===== src/verilog/add_with_carry_op_pkg.sv =====
// Package for the byte add unit: opcode fields, operand modes, carriers.
// Assumes an eight-bit core with 256-byte internal data memory.
package byte_add_pkg;

	////////////////////////////////////////////////////////////////////////////////
	// Opcode fields
	localparam logic [3:0] OP_HI_ADD     = 4'h0_002;
	localparam logic [3:0] OP_HI_ADD_CARRY = 4'h0_003;
	localparam logic [3:0] OP_LO_IMM     = 4'h0_004;
	localparam logic [3:0] OP_LO_DIRECT  = 4'h0_005;
	localparam logic [2:0] OP_LO_PTR_HI  = 3'h0_003;
	localparam int         OP_REG_BIT    = 3;
	localparam int         NIBBLE_CARRY  = 4;
	localparam int         BYTE_CARRY    = 8;
	localparam int         SIGN_BIT      = 7;

	////////////////////////////////////////////////////////////////////////////////
	// Reset values
	localparam logic [7:0] ACC_RESET     = 8'h0_000;
	localparam logic [7:0] ADDR_RESET    = 8'h0_000;

	// Source operand mode
	typedef enum logic [1:0] {
		MODE_REG,
		MODE_PTR,
		MODE_DIRECT,
		MODE_IMM
	} src_mode_t;

	// Instruction as handed over by the decoder
	typedef struct packed {
		logic [7:0] opcode;
		logic [7:0] operand;
	} instr_t;

	// Arithmetic flags
	typedef struct packed {
		logic carry_flag;
		logic aux_carry_flag;
		logic overflow_flag;
	} flags_t;

	// Full adder outcome
	typedef struct packed {
		logic [7:0] sum;
		flags_t     flags;
	} add_result_t;

endpackage


===== src/verilog/byte_add_with_carry_alu.sv =====
// Byte add and add-with-carry unit holding the accumulator and its flags.
// Assumes a data memory read port: data returns the cycle after the read strobe.
// Functional notes
// - Plain add writes source plus accumulator
// - Add with carry includes present carry
// - Carry from bit 7, aux from bit 3
// - Overflow is carry6 xor carry7
// - Register, direct, indirect or immediate source
// - Indirect reads memory at pointer value
// - Opcode 0x34 takes immediate second byte
`timescale 1ns/10ps
module byte_add_with_carry_alu
	import byte_add_pkg::*;
(
	input  wire logic       clk_in,
	input  wire logic       rst_in,
	input  wire logic       instr_valid_in,
	input  wire instr_t     instr_in,
	input  wire logic [1:0] bank_sel_in,
	input  wire logic       acc_wr_in,
	input  wire logic [7:0] acc_wr_data_in,
	input  wire logic       flags_wr_in,
	input  wire flags_t     flags_wr_data_in,
	input  wire logic [7:0] mem_data_in,
	output logic            mem_rd_out,
	output logic [7:0]      mem_addr_out,
	output logic [7:0]      acc_out,
	output flags_t          flags_out,
	output logic            busy_out,
	output logic            done_out
);

	typedef enum logic [1:0] {
		S_IDLE,
		S_REQ,
		S_DATA,
		S_EXEC
	} state_t;

	////////////////////////////////////////////////////////////////////////////////
	// Functions
	// Opcode belongs to this unit
	function automatic logic is_add_op(input logic [7:0] op);
		return (op[7:4] == OP_HI_ADD || op[7:4] == OP_HI_ADD_CARRY) &&
			(op[OP_REG_BIT] || op[3:1] == OP_LO_PTR_HI ||
			 op[3:0] == OP_LO_DIRECT || op[3:0] == OP_LO_IMM);
	endfunction

	// Operand mode from low nibble
	function automatic src_mode_t mode_of(input logic [7:0] op);
		if (op[OP_REG_BIT]) begin
			return MODE_REG;
		end else if (op[3:1] == OP_LO_PTR_HI) begin
			return MODE_PTR;
		end else if (op[3:0] == OP_LO_DIRECT) begin
			return MODE_DIRECT;
		end else begin
			return MODE_IMM;
		end
	endfunction

	// Eight-bit add with carry-in and flag generation
	function automatic add_result_t add8(input logic [7:0] a, input logic [7:0] b,
		input logic cin);
		logic [8:0]  full;
		logic [4:0]  low;
		logic [7:0]  low7;
		add_result_t r;
		full = {1'b0, a} + {1'b0, b} + {8'h0_000, cin};
		low  = {1'b0, a[3:0]} + {1'b0, b[3:0]} + {4'h0_000, cin};
		low7 = {1'b0, a[6:0]} + {1'b0, b[6:0]} + {7'h0_000, cin};
		r.sum                  = full[7:0];
		r.flags.carry_flag     = full[BYTE_CARRY];
		r.flags.aux_carry_flag = low[NIBBLE_CARRY];
		r.flags.overflow_flag  = low7[SIGN_BIT] ^ full[BYTE_CARRY];
		return r;
	endfunction

	////////////////////////////////////////////////////////////////////////////////
	// State
	state_t      state_reg,    state_next;
	logic        ptr_phase_reg, ptr_phase_next;
	logic        use_cy_reg,   use_cy_next;
	logic [7:0]  src_reg,      src_next;
	logic [7:0]  acc_reg,      acc_next;
	flags_t      flags_reg,    flags_next;
	logic        rd_reg,       rd_next;
	logic [7:0]  addr_reg,     addr_next;
	logic        done_reg,     done_next;
	logic        busy_reg,     busy_next;
	logic        accept;
	src_mode_t   mode;
	add_result_t res;

	assign accept = instr_valid_in && state_reg == S_IDLE && is_add_op(instr_in.opcode);
	assign mode   = mode_of(instr_in.opcode);
	assign res    = add8(acc_reg, src_reg, use_cy_reg && flags_reg.carry_flag);

	// Next-state and datapath logic
	always_comb begin
		state_next     = state_reg;
		ptr_phase_next = ptr_phase_reg;
		use_cy_next    = use_cy_reg;
		src_next       = src_reg;
		acc_next       = acc_wr_in ? acc_wr_data_in : acc_reg;
		flags_next     = flags_wr_in ? flags_wr_data_in : flags_reg;
		rd_next        = 1'b0;
		addr_next      = addr_reg;
		done_next      = 1'b0;
		case (state_reg)
			S_IDLE: begin
				if (accept) begin
					use_cy_next    = instr_in.opcode[7:4] == OP_HI_ADD_CARRY;
					ptr_phase_next = mode == MODE_PTR;
					case (mode)
						MODE_REG: begin
							addr_next  = {3'h0_000, bank_sel_in, instr_in.opcode[2:0]};
							rd_next    = 1'b1;
							state_next = S_REQ;
						end
						MODE_PTR: begin
							addr_next  = {3'h0_000, bank_sel_in, 2'h0_000, instr_in.opcode[0]};
							rd_next    = 1'b1;
							state_next = S_REQ;
						end
						MODE_DIRECT: begin
							addr_next  = instr_in.operand;
							rd_next    = 1'b1;
							state_next = S_REQ;
						end
						default: begin
							src_next   = instr_in.operand;
							state_next = S_EXEC;
						end
					endcase
				end
			end
			S_REQ: begin
				state_next = S_DATA;
			end
			S_DATA: begin
				if (ptr_phase_reg) begin
					addr_next      = mem_data_in;
					rd_next        = 1'b1;
					ptr_phase_next = 1'b0;
					state_next     = S_REQ;
				end else begin
					src_next   = mem_data_in;
					state_next = S_EXEC;
				end
			end
			default: begin
				acc_next   = res.sum;
				flags_next = res.flags;
				done_next  = 1'b1;
				state_next = S_IDLE;
			end
		endcase
		busy_next = state_next != S_IDLE;
	end

	// Registers
	always_ff @(posedge clk_in) begin
		if (rst_in) begin
			state_reg     <= S_IDLE;
			ptr_phase_reg <= 1'b0;
			use_cy_reg    <= 1'b0;
			src_reg       <= ACC_RESET;
			acc_reg       <= ACC_RESET;
			flags_reg     <= '0;
			rd_reg        <= 1'b0;
			addr_reg      <= ADDR_RESET;
			done_reg      <= 1'b0;
			busy_reg      <= 1'b0;
		end else begin
			state_reg     <= state_next;
			ptr_phase_reg <= ptr_phase_next;
			use_cy_reg    <= use_cy_next;
			src_reg       <= src_next;
			acc_reg       <= acc_next;
			flags_reg     <= flags_next;
			rd_reg        <= rd_next;
			addr_reg      <= addr_next;
			done_reg      <= done_next;
			busy_reg      <= busy_next;
		end
	end

	// Outputs straight from flops
	assign mem_rd_out   = rd_reg;
	assign mem_addr_out = addr_reg;
	assign acc_out      = acc_reg;
	assign flags_out    = flags_reg;
	assign busy_out     = busy_reg;
	assign done_out     = done_reg;

	////////////////////////////////////////////////////////////////////////////////
	// Checks
	logic       exec;
	logic       cin_chk;
	logic [8:0] sum_chk;
	logic [4:0] nib_chk;
	assign exec    = state_reg == S_EXEC;
	assign cin_chk = use_cy_reg && flags_reg.carry_flag;
	assign sum_chk = {1'b0, acc_reg} + {1'b0, src_reg} + {8'h0_000, cin_chk};
	assign nib_chk = {1'b0, acc_reg[3:0]} + {1'b0, src_reg[3:0]} + {4'h0_000, cin_chk};
endmodule // byte_add_with_carry_alu


===== config.mk =====
export PLATFORM = sky130hd
export DESIGN_NAME = byte_add_with_carry_alu
export DESIGN_NICKNAME = d
export VERILOG_FILES = /design/src/verilog/add_with_carry_op_pkg.sv /design/src/verilog/byte_add_with_carry_alu.sv
export SDC_FILE = /design/constraint.sdc
export NUM_CORES = 1
export LEC_CHECK = 0
export BUFFER_PORTS_ARGS = -buffer_cell sky130_fd_sc_hd__buf_2
export CAP_MARGIN = 5
export CORE_MARGIN = 10
export CORE_UTILIZATION = 40
export CTS_CLUSTER_SIZE = 20
export DETAILED_ROUTE_END_ITERATION = 16
export HOLD_SLACK_MARGIN = 0.15
export PLACE_DENSITY_LB_ADDON = 0.3
export SYNTH_ARGS = -nofsm -noshare
export SYNTH_HDL_FRONTEND = slang
export SYNTH_SLANG_ARGS = --single-unit

===== constraint.sdc =====
create_clock -name clk_in -period 2.2 [get_ports clk_in]
set_input_delay 0 -clock clk_in [delete_from_list [all_inputs] [get_ports clk_in]]
set_output_delay 0 -clock clk_in [all_outputs]
set_load 0.01 [all_outputs]

After elaboration in Yosys (flattened, before gate mapping)
Cells that the tools add are included.
{"block": "word_totals", "inputBits": 42, "out_inout_bits": 22, "register_bits": 34}
{"block": "classes", "addsub": 6, "n_bitwise": 1, "n_mux": 26, "reduce_logical": 18, "n_eq_ne": 16}
{"operator": "$mux 8", "count": 7}
{"operator": "$pmux 8 s2", "count": 2}
{"operator": "$pmux 8 s3", "count": 1}
{"operator": "$mux 2", "count": 5}
{"operator": "$add 8x8->9", "count": 1}
{"operator": "$add 9x1->9", "count": 1}
{"operator": "$add 7x7->8", "count": 1}
{"operator": "$add 8x1->8", "count": 1}
{"operator": "$eq 4x2->1 const B", "count": 2}
{"operator": "$eq 4x3->1 const B", "count": 2}
{"operator": "$ne 2x2->1 const B", "count": 4}
{"operator": "$reduce_and 4->1", "count": 2}
{"operator": "$mux 1", "count": 6}
{"operator": "$mux 3", "count": 2}
{"operator": "$pmux 2 s3", "count": 1}
{"operator": "$reduce_or 3->1", "count": 2}
{"operator": "$add 4x4->5", "count": 1}
{"operator": "$add 5x1->5", "count": 1}
{"operator": "$eq 2x1->1 const B", "count": 2}
{"operator": "$eq 2x2->1 const B", "count": 2}
{"operator": "$logic_and 1x1->1", "count": 4}
{"operator": "$logic_not 2->1", "count": 2}
{"operator": "$logic_or 1x1->1", "count": 4}
{"operator": "$ne 2x1->1 const B", "count": 2}
{"operator": "other kinds (6)", "count": 9}

Longest topological paths before layout
Gate-level depths: netlist of the first run.
{"block": "depth", "word_depth": 10, "ltp_mapped": 9}

Least setup slack after synthesis of the first run
No wires, ideal clock.
{"block": "synth_path", "path_kind": "reg-to-reg", "from": "reg acc_reg[0] (netlist: acc_out[0])", "to": "reg acc_reg[6] (netlist: acc_out[6])", "arrival_ps": 1770, "path_buffers": 0, "t_required_ps": 2114, "path_stages_with_launch": 10, "synth_period_minus_slack_ps": 1855, "setup_time_ps": 86, "slack_ps": 345, "cell_sequence": "dfxtp_1 inv_1 fa_1 inv_1 fa_1 nand3_1 nand2_1 a31oi_1 xor2_1 a211oi_1"}
{"block": "synth_between", "elab_chain_cells": 3}
{"element": "from (decl)", "line_no": "byte_add_with_carry_alu.sv:85", "rtl": "logic [7:0] acc_reg, acc_next;"}
{"element": "from (signal assigned)", "line_no": "byte_add_with_carry_alu.sv:180", "rtl": "acc_reg <= acc_next;"}
{"element": "$add 8x8->9"}
{"element": "$add 9x1->9"}
{"element": "$mux 8", "line_no": "byte_add_with_carry_alu.sv:110", "rtl": "case (state_reg)"}
No other way between the ends.
A chain may end at the register's enable or synchronous reset.

Worst setup path after layout of the first run
{"block": "layout_path", "from": "reg state_reg[0]", "to": "reg src_reg[2]"}
{"block": "layout_between", "elab_chain_cells": 5, "elab_cells_between_ends": 10}
{"element": "from (decl)", "line_no": "byte_add_with_carry_alu.sv:81", "rtl": "state_t state_reg, state_next;"}
{"element": "from (signal assigned)", "line_no": "byte_add_with_carry_alu.sv:176", "rtl": "state_reg <= state_next;"}
{"element": "$logic_not 2->1", "line_no": "byte_add_with_carry_alu.sv:95, byte_add_with_carry_alu.sv:110"}
{"element": "$logic_and 1x1->1 (2 in series)", "line_no": "byte_add_with_carry_alu.sv:95", "rtl": "assign accept = instr_valid_in && state_reg == S_IDLE && is_add_op(instr_in.opcode);"}
{"element": "$ne 2x2->1 (no source line)"}
{"element": "$reduce_and 4->1 (no source line)"}
{"element": "to (signal assigned)", "line_no": "byte_add_with_carry_alu.sv:179", "rtl": "src_reg <= src_next;"}
{"element": "to (decl)", "line_no": "byte_add_with_carry_alu.sv:84", "rtl": "logic [7:0] src_reg, src_next;"}
Parallel ways exist; a longest one is shown, timed or not.

==> metrics.cfg, run 1 <==
[routing]
first_iter_violations = 101
ant_nets = 0
vias = 2028
first_pass_iters = 4
drc_errors = 0
wl_per_cell_um = 14.92
routed_wl_mm = 5.684
routed_via_density = 5.323

[placement]
globalplace.congestion = 0.8176
placed_cells = 329
io_buffer_count = 63
dp.final_hpwl_mm = 4.006
post-place-ws_ps = 261.6

[worst_setup_path]
critPathCapture = src_reg[2]$_SDFFE_PP0P_
r2r.worst_path.cells = 6
r2r_slack_ps = 110
worstPathArrival_ps = 2270
reg2reg_from = state_reg[0]$_SDFF_PP0_
r2r_end = src_reg[2]$_SDFFE_PP0P_
worstPathRequired_ps = 2380
critPathMaxFanout = 10
startpoint = state_reg[0]$_SDFF_PP0_
worst_setup_path_start_kind = register
path_class = register to register
end_kind = register

[sta]
maxSlewViolCount = 0
skew_ps = 5.804
layout_worst_path_cycle_share_pct = 94.93
tightest_slew_ps = 633.1
setup_tns_ps = 0
rsz0062_at_grt = false
finalWorstSetupSlack_ps = 111.6
max_freq_mhz = 478.8
setup_viol = 0
period_needed_ps = 2088
relSlewSlack_pct = 57.79
hold_viol_final = 0

[logic_synthesis]
synth-edff-count = 0
avgSynthCellArea_um2 = 8.624
ys_seq_area_share_pct = 35.39
syn_inst = 223
ys.flop_type = dfxtp_1
netlist.area_leader.share_pct = 35.39
yosysTopAreaCell = dfxtp_1
async_reset_ff_share_pct = 0
ys_warn_count = 0
synth_nets = 274
netlist_area_um2 = 1923
ys_top_cells_by_area = dfxtp_1 35%, a211oi_1 5.5%, a311oi_1 5.5%
ys_ff_latch = 34
synth_cell_types = 43

[clock_network]
cts_tree = yes
cts_buffer_depth = 2
numCtsBuffers = 5
clkTransAtPathRegs_ps = 70
cts-root-buf = clkbuf_8
cts_max_level = 2
clk_latency_ps = 290
cts_sinks = 34

[layout]
multi_input_area_um2 = 1159
final_common_cell = buf_2
drive_gt1_share_pct = 27.83
nets = 377
regArea_um2 = 681.9
antennaDiodeCount = 0
final_cell_mix = 63 x buf_2, 40 x dlygate4sd3_1, 33 x dfxtp_1
synthToLayoutAreaGrowth_pct = 45.87
fillers = 436
finalNonFillerCells = 381

[floorplanning]
initial_core_util_pct = 40.99
coreArea_um2 = 4692
die-area_um2 = 7981
num_rows = 25
ioPinCount = 64
die-width_um = 89.34
die_h_um = 89.34

[grt]
top_usage_layer = met2
antenna_found_initial = 0
grtUsageMet1_pct = 18.22
grt_pass1_wl_mm = 9.218
grtUsageMet2_pct = 21.58
grt_pass1_vias = 1989
track_usage_pct = 14.49
globalRouteMet3Util_pct = 5.196
overflow = 0
grt_max_degree = 35

[outcome]
status = finished clean

[min_path]
hold_class = primary input to register

[power]
report.power.total_w = 0.001501
ir_worst_vdd_uv = 205.0
leakagePower_nw = 1.289
powerDensity_nw_per_um2 = 534.9

[run]
cap_viol_max_count = 0

==> power breakdown <==
part	total [W]	internal, W	switching [W]
Combinational	0.000344	0.000177	0.000167
Clock	0.000485	0.000253	0.000232
Sequential	0.000672	0.000648	0.0000234
Total	0.00150	0.00108	0.000423
==> synthesized netlist by cell type (all sizes together), types with 2 or more instances <==
cell type / n
nor3: 6
nor2: 19
ha: 7
o211ai: 2
inv: 9
a21o: 3
a31oi: 4
nand3: 10
a211oi: 14
a311oi: 13
o21ai: 5
xor2: 6
o221ai: 3
and2: 2
nor2b: 4
a21oi: 15
dfxtp: 34
buf: 9
nand4: 2
fa: 2
nand2: 27
mux2i: 8
clkbuf: 6
==> critical path, stage by stage, from the launching register on <==
cell and delay, ps:
dfxtp_1 330, buf_4 170, nand2b_1 240, o22ai_2 410, buf_4 190, a311oi_1 60, dlygate4sd3_1 580
==> cell families (layout without fill, tap and decap cells) <==
logic type      Yosys count  in the layout  share of synthesized area [%]
fa+ha+maj                 9              9                          6.636
xor+xnor                  7              7                          3.188
mux                       8              8                          4.164
flops                    34             34                          35.39
buf+inv                  24            127                          5.855
compound gates           64             65                          25.70
simple gates             77             77                          19.06
==> worst min path at each step <==
stage | start | endpoint | slack (ps) | cells past startpoint
2_1_floorplan | instr_in[12] | use_cy_reg$_SDFFE_PP0P_ | 140 | 2
3_3_place_gp | instr_in[12] | use_cy_reg$_SDFFE_PP0P_ | 250 | 3
3_5_place_dp | instr_in[12] | use_cy_reg$_SDFFE_PP0P_ | 260 | 3
4_1_cts | bank_sel_in[1] | mem_addr_out[4]$_SDFFE_PP0P_ | 160 | 5
5_1_grt | acc_wr_in | acc_out[7]$_SDFFE_PP0P_ | 190 | 3
6_report | bank_sel_in[1] | mem_addr_out[4]$_SDFFE_PP0P_ | 170 | 5
==> through the flow <==
| stage | util [%] | instance area, um2 | hold WS [ps] |
|---|---|---|---|
| after floorplan | - | 1923 | 143.9 |
| after global placement | 48.11 | 2257 | 252.7 |
| after detailed placement | 48.11 | 2257 | 264.1 |
| after CTS | 58.59 | 2749 | 156.2 |
| after global routing | 59.79 | 2805 | 188.3 |
| final | 59.79 | 2805 | 166.4 |
==> per-layer routing <==
layer / vias to the layer above / share of wire [%]
met2: 77 / 43
met3: 7 / 9.5
met4: 0 / 1.4
met5: - / 0
met1: 915 / 46
li1: 1029 / -
==> timing repair <==
item,4_1_cts,5_1_grt
endpoints found under the setup margin,0,10
buffers inserted,0,3
hold endpoints to repair,30,0
gates resized for setup,0,7
hold buffers,40,0
==> cell type report <==
class	count	area share, %
repair buffers	110	27.52
clock inverters	1	0.1784
multi-input cells	166	41.30
well taps	54	2.409
inverters	9	1.204
flip-flops and latches	34	24.31
clock buffers	7	3.078
(Power assumes the default switching activity.)
==> inputs of run 2 (changes only) <==
--- a/config.mk
+++ b/config.mk
@@ -7,12 +7,13 @@
 export LEC_CHECK = 0
 export BUFFER_PORTS_ARGS = -buffer_cell sky130_fd_sc_hd__buf_2
 export CAP_MARGIN = 5
-export CORE_MARGIN = 10
+export CORE_MARGIN = 2
 export CORE_UTILIZATION = 40
 export CTS_CLUSTER_SIZE = 20
 export DETAILED_ROUTE_END_ITERATION = 16
 export HOLD_SLACK_MARGIN = 0.15
-export PLACE_DENSITY_LB_ADDON = 0.3
+export PLACE_DENSITY = 0.76
+export SLEW_MARGIN = 20
 export SYNTH_ARGS = -nofsm -noshare
 export SYNTH_HDL_FRONTEND = slang
 export SYNTH_SLANG_ARGS = --single-unit
==> metrics.cfg, run 2 (synthesized netlist as in run 1, its figures left out) <==
[outcome]
status = finished clean

[sta]
setup_tns_ps = 0  ; unchanged
rsz0062_at_grt = true
skew_ps = 8.517  ; +2.713 ps
setup_viol = 0  ; unchanged
maxSlewViolCount = 0  ; unchanged
layout_worst_path_cycle_share_pct = 95.18  ; +0.25 points
period_needed_ps = 2094  ; +5.563 ps
relSlewSlack_pct = 58.34  ; +0.55 points
max_freq_mhz = 477.6  ; -0.27%
hold_viol_final = 0  ; unchanged
tightest_slew_ps = 624.9  ; -8.224 ps
finalWorstSetupSlack_ps = 106.1  ; -5.563 ps

[worst_setup_path]
r2r.worst_path.cells = 7  ; +1
worst_setup_path_start_kind = register
critPathMaxFanout = 13  ; +3
cp_top_family = buffers and inverters
critical_path.max_stage_delay_ps = 570  ; about the same
r2r_end = src_reg[7]$_SDFFE_PP0P_
r2r_slack_ps = 110  ; about the same
cp_cell_sequence = inv_1 > a31oi_1 > o22ai_4 > buf_12 > buf_4 > a311oi_1 > dlygate4sd3_1
reg2reg_from = state_reg[1]$_SDFF_PP0_
path_class = register to register
end_kind = register
path_buf_inv = 4  ; +1
worstPathArrival_ps = 2340  ; +70 ps
cpMaxStageDelayCell = dlygate4sd3_1
worstPathRequired_ps = 2440  ; +60 ps

[floorplanning]
ioPinCount = 64  ; unchanged
initial_core_util_pct = 40.99  ; unchanged
coreArea_um2 = 4692  ; unchanged
die-area_um2 = 5378  ; -33%
num_rows = 25  ; unchanged
die-width_um = 73.34  ; -18%
die_h_um = 73.34  ; -18%

[routing]
drt-met1-wl_mm = 2.375  ; -8.4%
drc_errors = 0  ; unchanged
wl_met3_um = 266  ; -51%
vias = 2022  ; -0.30%
routed_wl_mm = 5.150  ; -9.4%
wl_per_cell_um = 13.59  ; -8.9%
dr_wl_met2_mm = 2.390  ; -3.3%
first_iter_violations = 66  ; -35%
highest_layer = met4
first_pass_iters = 4  ; unchanged
routed_via_density = 5.335  ; +0.23%
ant_nets = 0  ; unchanged

[clock_network]
cts_sinks = 34  ; unchanged
cts_tree = yes
cts_buffer_depth = 2  ; unchanged
cts-root-buf = clkbuf_8
numCtsBuffers = 5  ; unchanged
clk_latency_ps = 290  ; about the same
clkTransAtPathRegs_ps = 70  ; about the same
cts_max_level = 2  ; unchanged

[power]
report.power.total_w = 0.001503  ; +0.14%
powerDensity_nw_per_um2 = 539.8  ; +0.91%
leakagePower_nw = 1.281  ; -0.65%
ir_worst_vdd_uv = 346.7  ; +69%

[placement]
globalplace.congestion = 0.8408  ; +2.8%
dpl_cell_area_um2 = 2257  ; unchanged
post-place-ws_ps = 275.9  ; +14.28 ps
io_buffer_count = 63  ; unchanged
dp.final_hpwl_mm = 3.519  ; -12%

[layout]
regArea_um2 = 680.7  ; -0.18%
final_common_cell = buf_2
antennaDiodeCount = 0  ; unchanged
fillers = 411  ; -5.7%
multi_input_area_um2 = 1140  ; -1.6%
synthToLayoutAreaGrowth_pct = 44.76
nets = 375  ; -0.53%
final_area_um2 = 2784  ; -0.76%
final_cell_mix = 63 x buf_2, 39 x dlygate4sd3_1, 34 x dfxtp_1
drive_gt1_share_pct = 27.08  ; -0.75 points

[min_path]
hold_depth = 5  ; unchanged
min_to = mem_addr_out[4]$_SDFFE_PP0P_
hold_start = bank_sel_in[1]
hold_class = primary input to register

[grt]
overflow = 0  ; unchanged
grt_pass1_vias = 1962  ; -1.4%
grt_pass1_wl_mm = 8.549  ; -7.3%
grt_max_degree = 35  ; unchanged
track_usage_pct = 20.30  ; +5.8 points
antenna_found_initial = 0  ; unchanged

[run]
cap_viol_max_count = 0  ; unchanged

-- run 2: changes by cell type in the layout (fill, tap and decap cells not counted), sizes merged --
| cell | before | now |
|---|---|---|
| o22ai | 2 | 1 |
| dlygate4sd3 | 40 | 39 |
-- run 2: worst max path at each step --
| stage | from | to | slack, ps | depth (start not counted) |
|---|---|---|---|---|
| final | state_reg[1]$_SDFF_PP0_ | src_reg[7]$_SDFFE_PP0P_ | 110 | 7 |
| after global routing | state_reg[1]$_SDFF_PP0_ | src_reg[4]$_SDFFE_PP0P_ | -20 | 7 |
| after CTS | state_reg[1]$_SDFF_PP0_ | mem_addr_out[2]$_SDFFE_PP0P_ | 30 | 6 |
| after detailed placement | acc_out[0]$_SDFFE_PP0P_ | acc_out[6]$_SDFFE_PP0P_ | 280 | 9 |
| after global placement | acc_out[0]$_SDFFE_PP0P_ | acc_out[6]$_SDFFE_PP0P_ | 340 | 9 |
| after floorplan | acc_out[0]$_SDFFE_PP0P_ | acc_out[6]$_SDFFE_PP0P_ | 340 | 9 |
-- run 2: final cells by class --
class | instances | share of cell area, %
well taps | 54 | 2.427
clock inverters | 1 | 0.1798
inverters | 9 | 1.213
repair buffers | 109 | 27.69
flip-flops and latches | 34 | 24.45
multi-input cells | 165 | 40.94
clock buffers | 7 | 3.101
-- run 2: per-stage QoR --
stage / util (%) / hold WS (ps) / std cells
2_1_floorplan: - / 143.9 / 223
3_3_place_gp: 48.11 / 249.6 / 329
3_5_place_dp: 48.11 / 263.1 / 329
4_1_cts: 58.37 / 159.1 / 376
5_1_grt: 59.33 / 177.7 / 379
6_report: 59.33 / 164.3 / 379
-- run 2: worst min-delay path, delay by kind of cell --
| family | cells | cell delay (ps) |
|---|---|---|
| AO/OA/AOI/OAI | 2 | 140 |
| multiplexers | 1 | 120 |
| buffers and inverters | 1 | 90 |
| AND/OR/NAND/NOR | 1 | 70 |
-- run 2: power by group --
part	switching (W)	total [W]	leakage, nW	internal, W
clock	0.000237	0.000489	0.0482	0.000253
combinational	0.000166	0.000342	0.955	0.000176
sequential	0.0000237	0.000671	0.277	0.000648
total	0.000426	0.00150	1.28	0.00108
-- run 2: what timing repair did --
item / in CTS / in global routing
hold buffers: 39 / 0
hold endpoints to repair: 29 / 0
endpoints found under the setup margin: 0 / 10
buffers inserted: 0 / 3
resized for setup: 0 / 4
-- run 2: routing by layer --
| metal | vias up | global-route usage, % |
|---|---|---|
| li1 | 1017 | - |
| met2 | 66 | 34.33 |
| met1 | 928 | 25.28 |
| met4 | 0 | 8.889 |
| met3 | 11 | 3.567 |
| met5 | - | 0 |
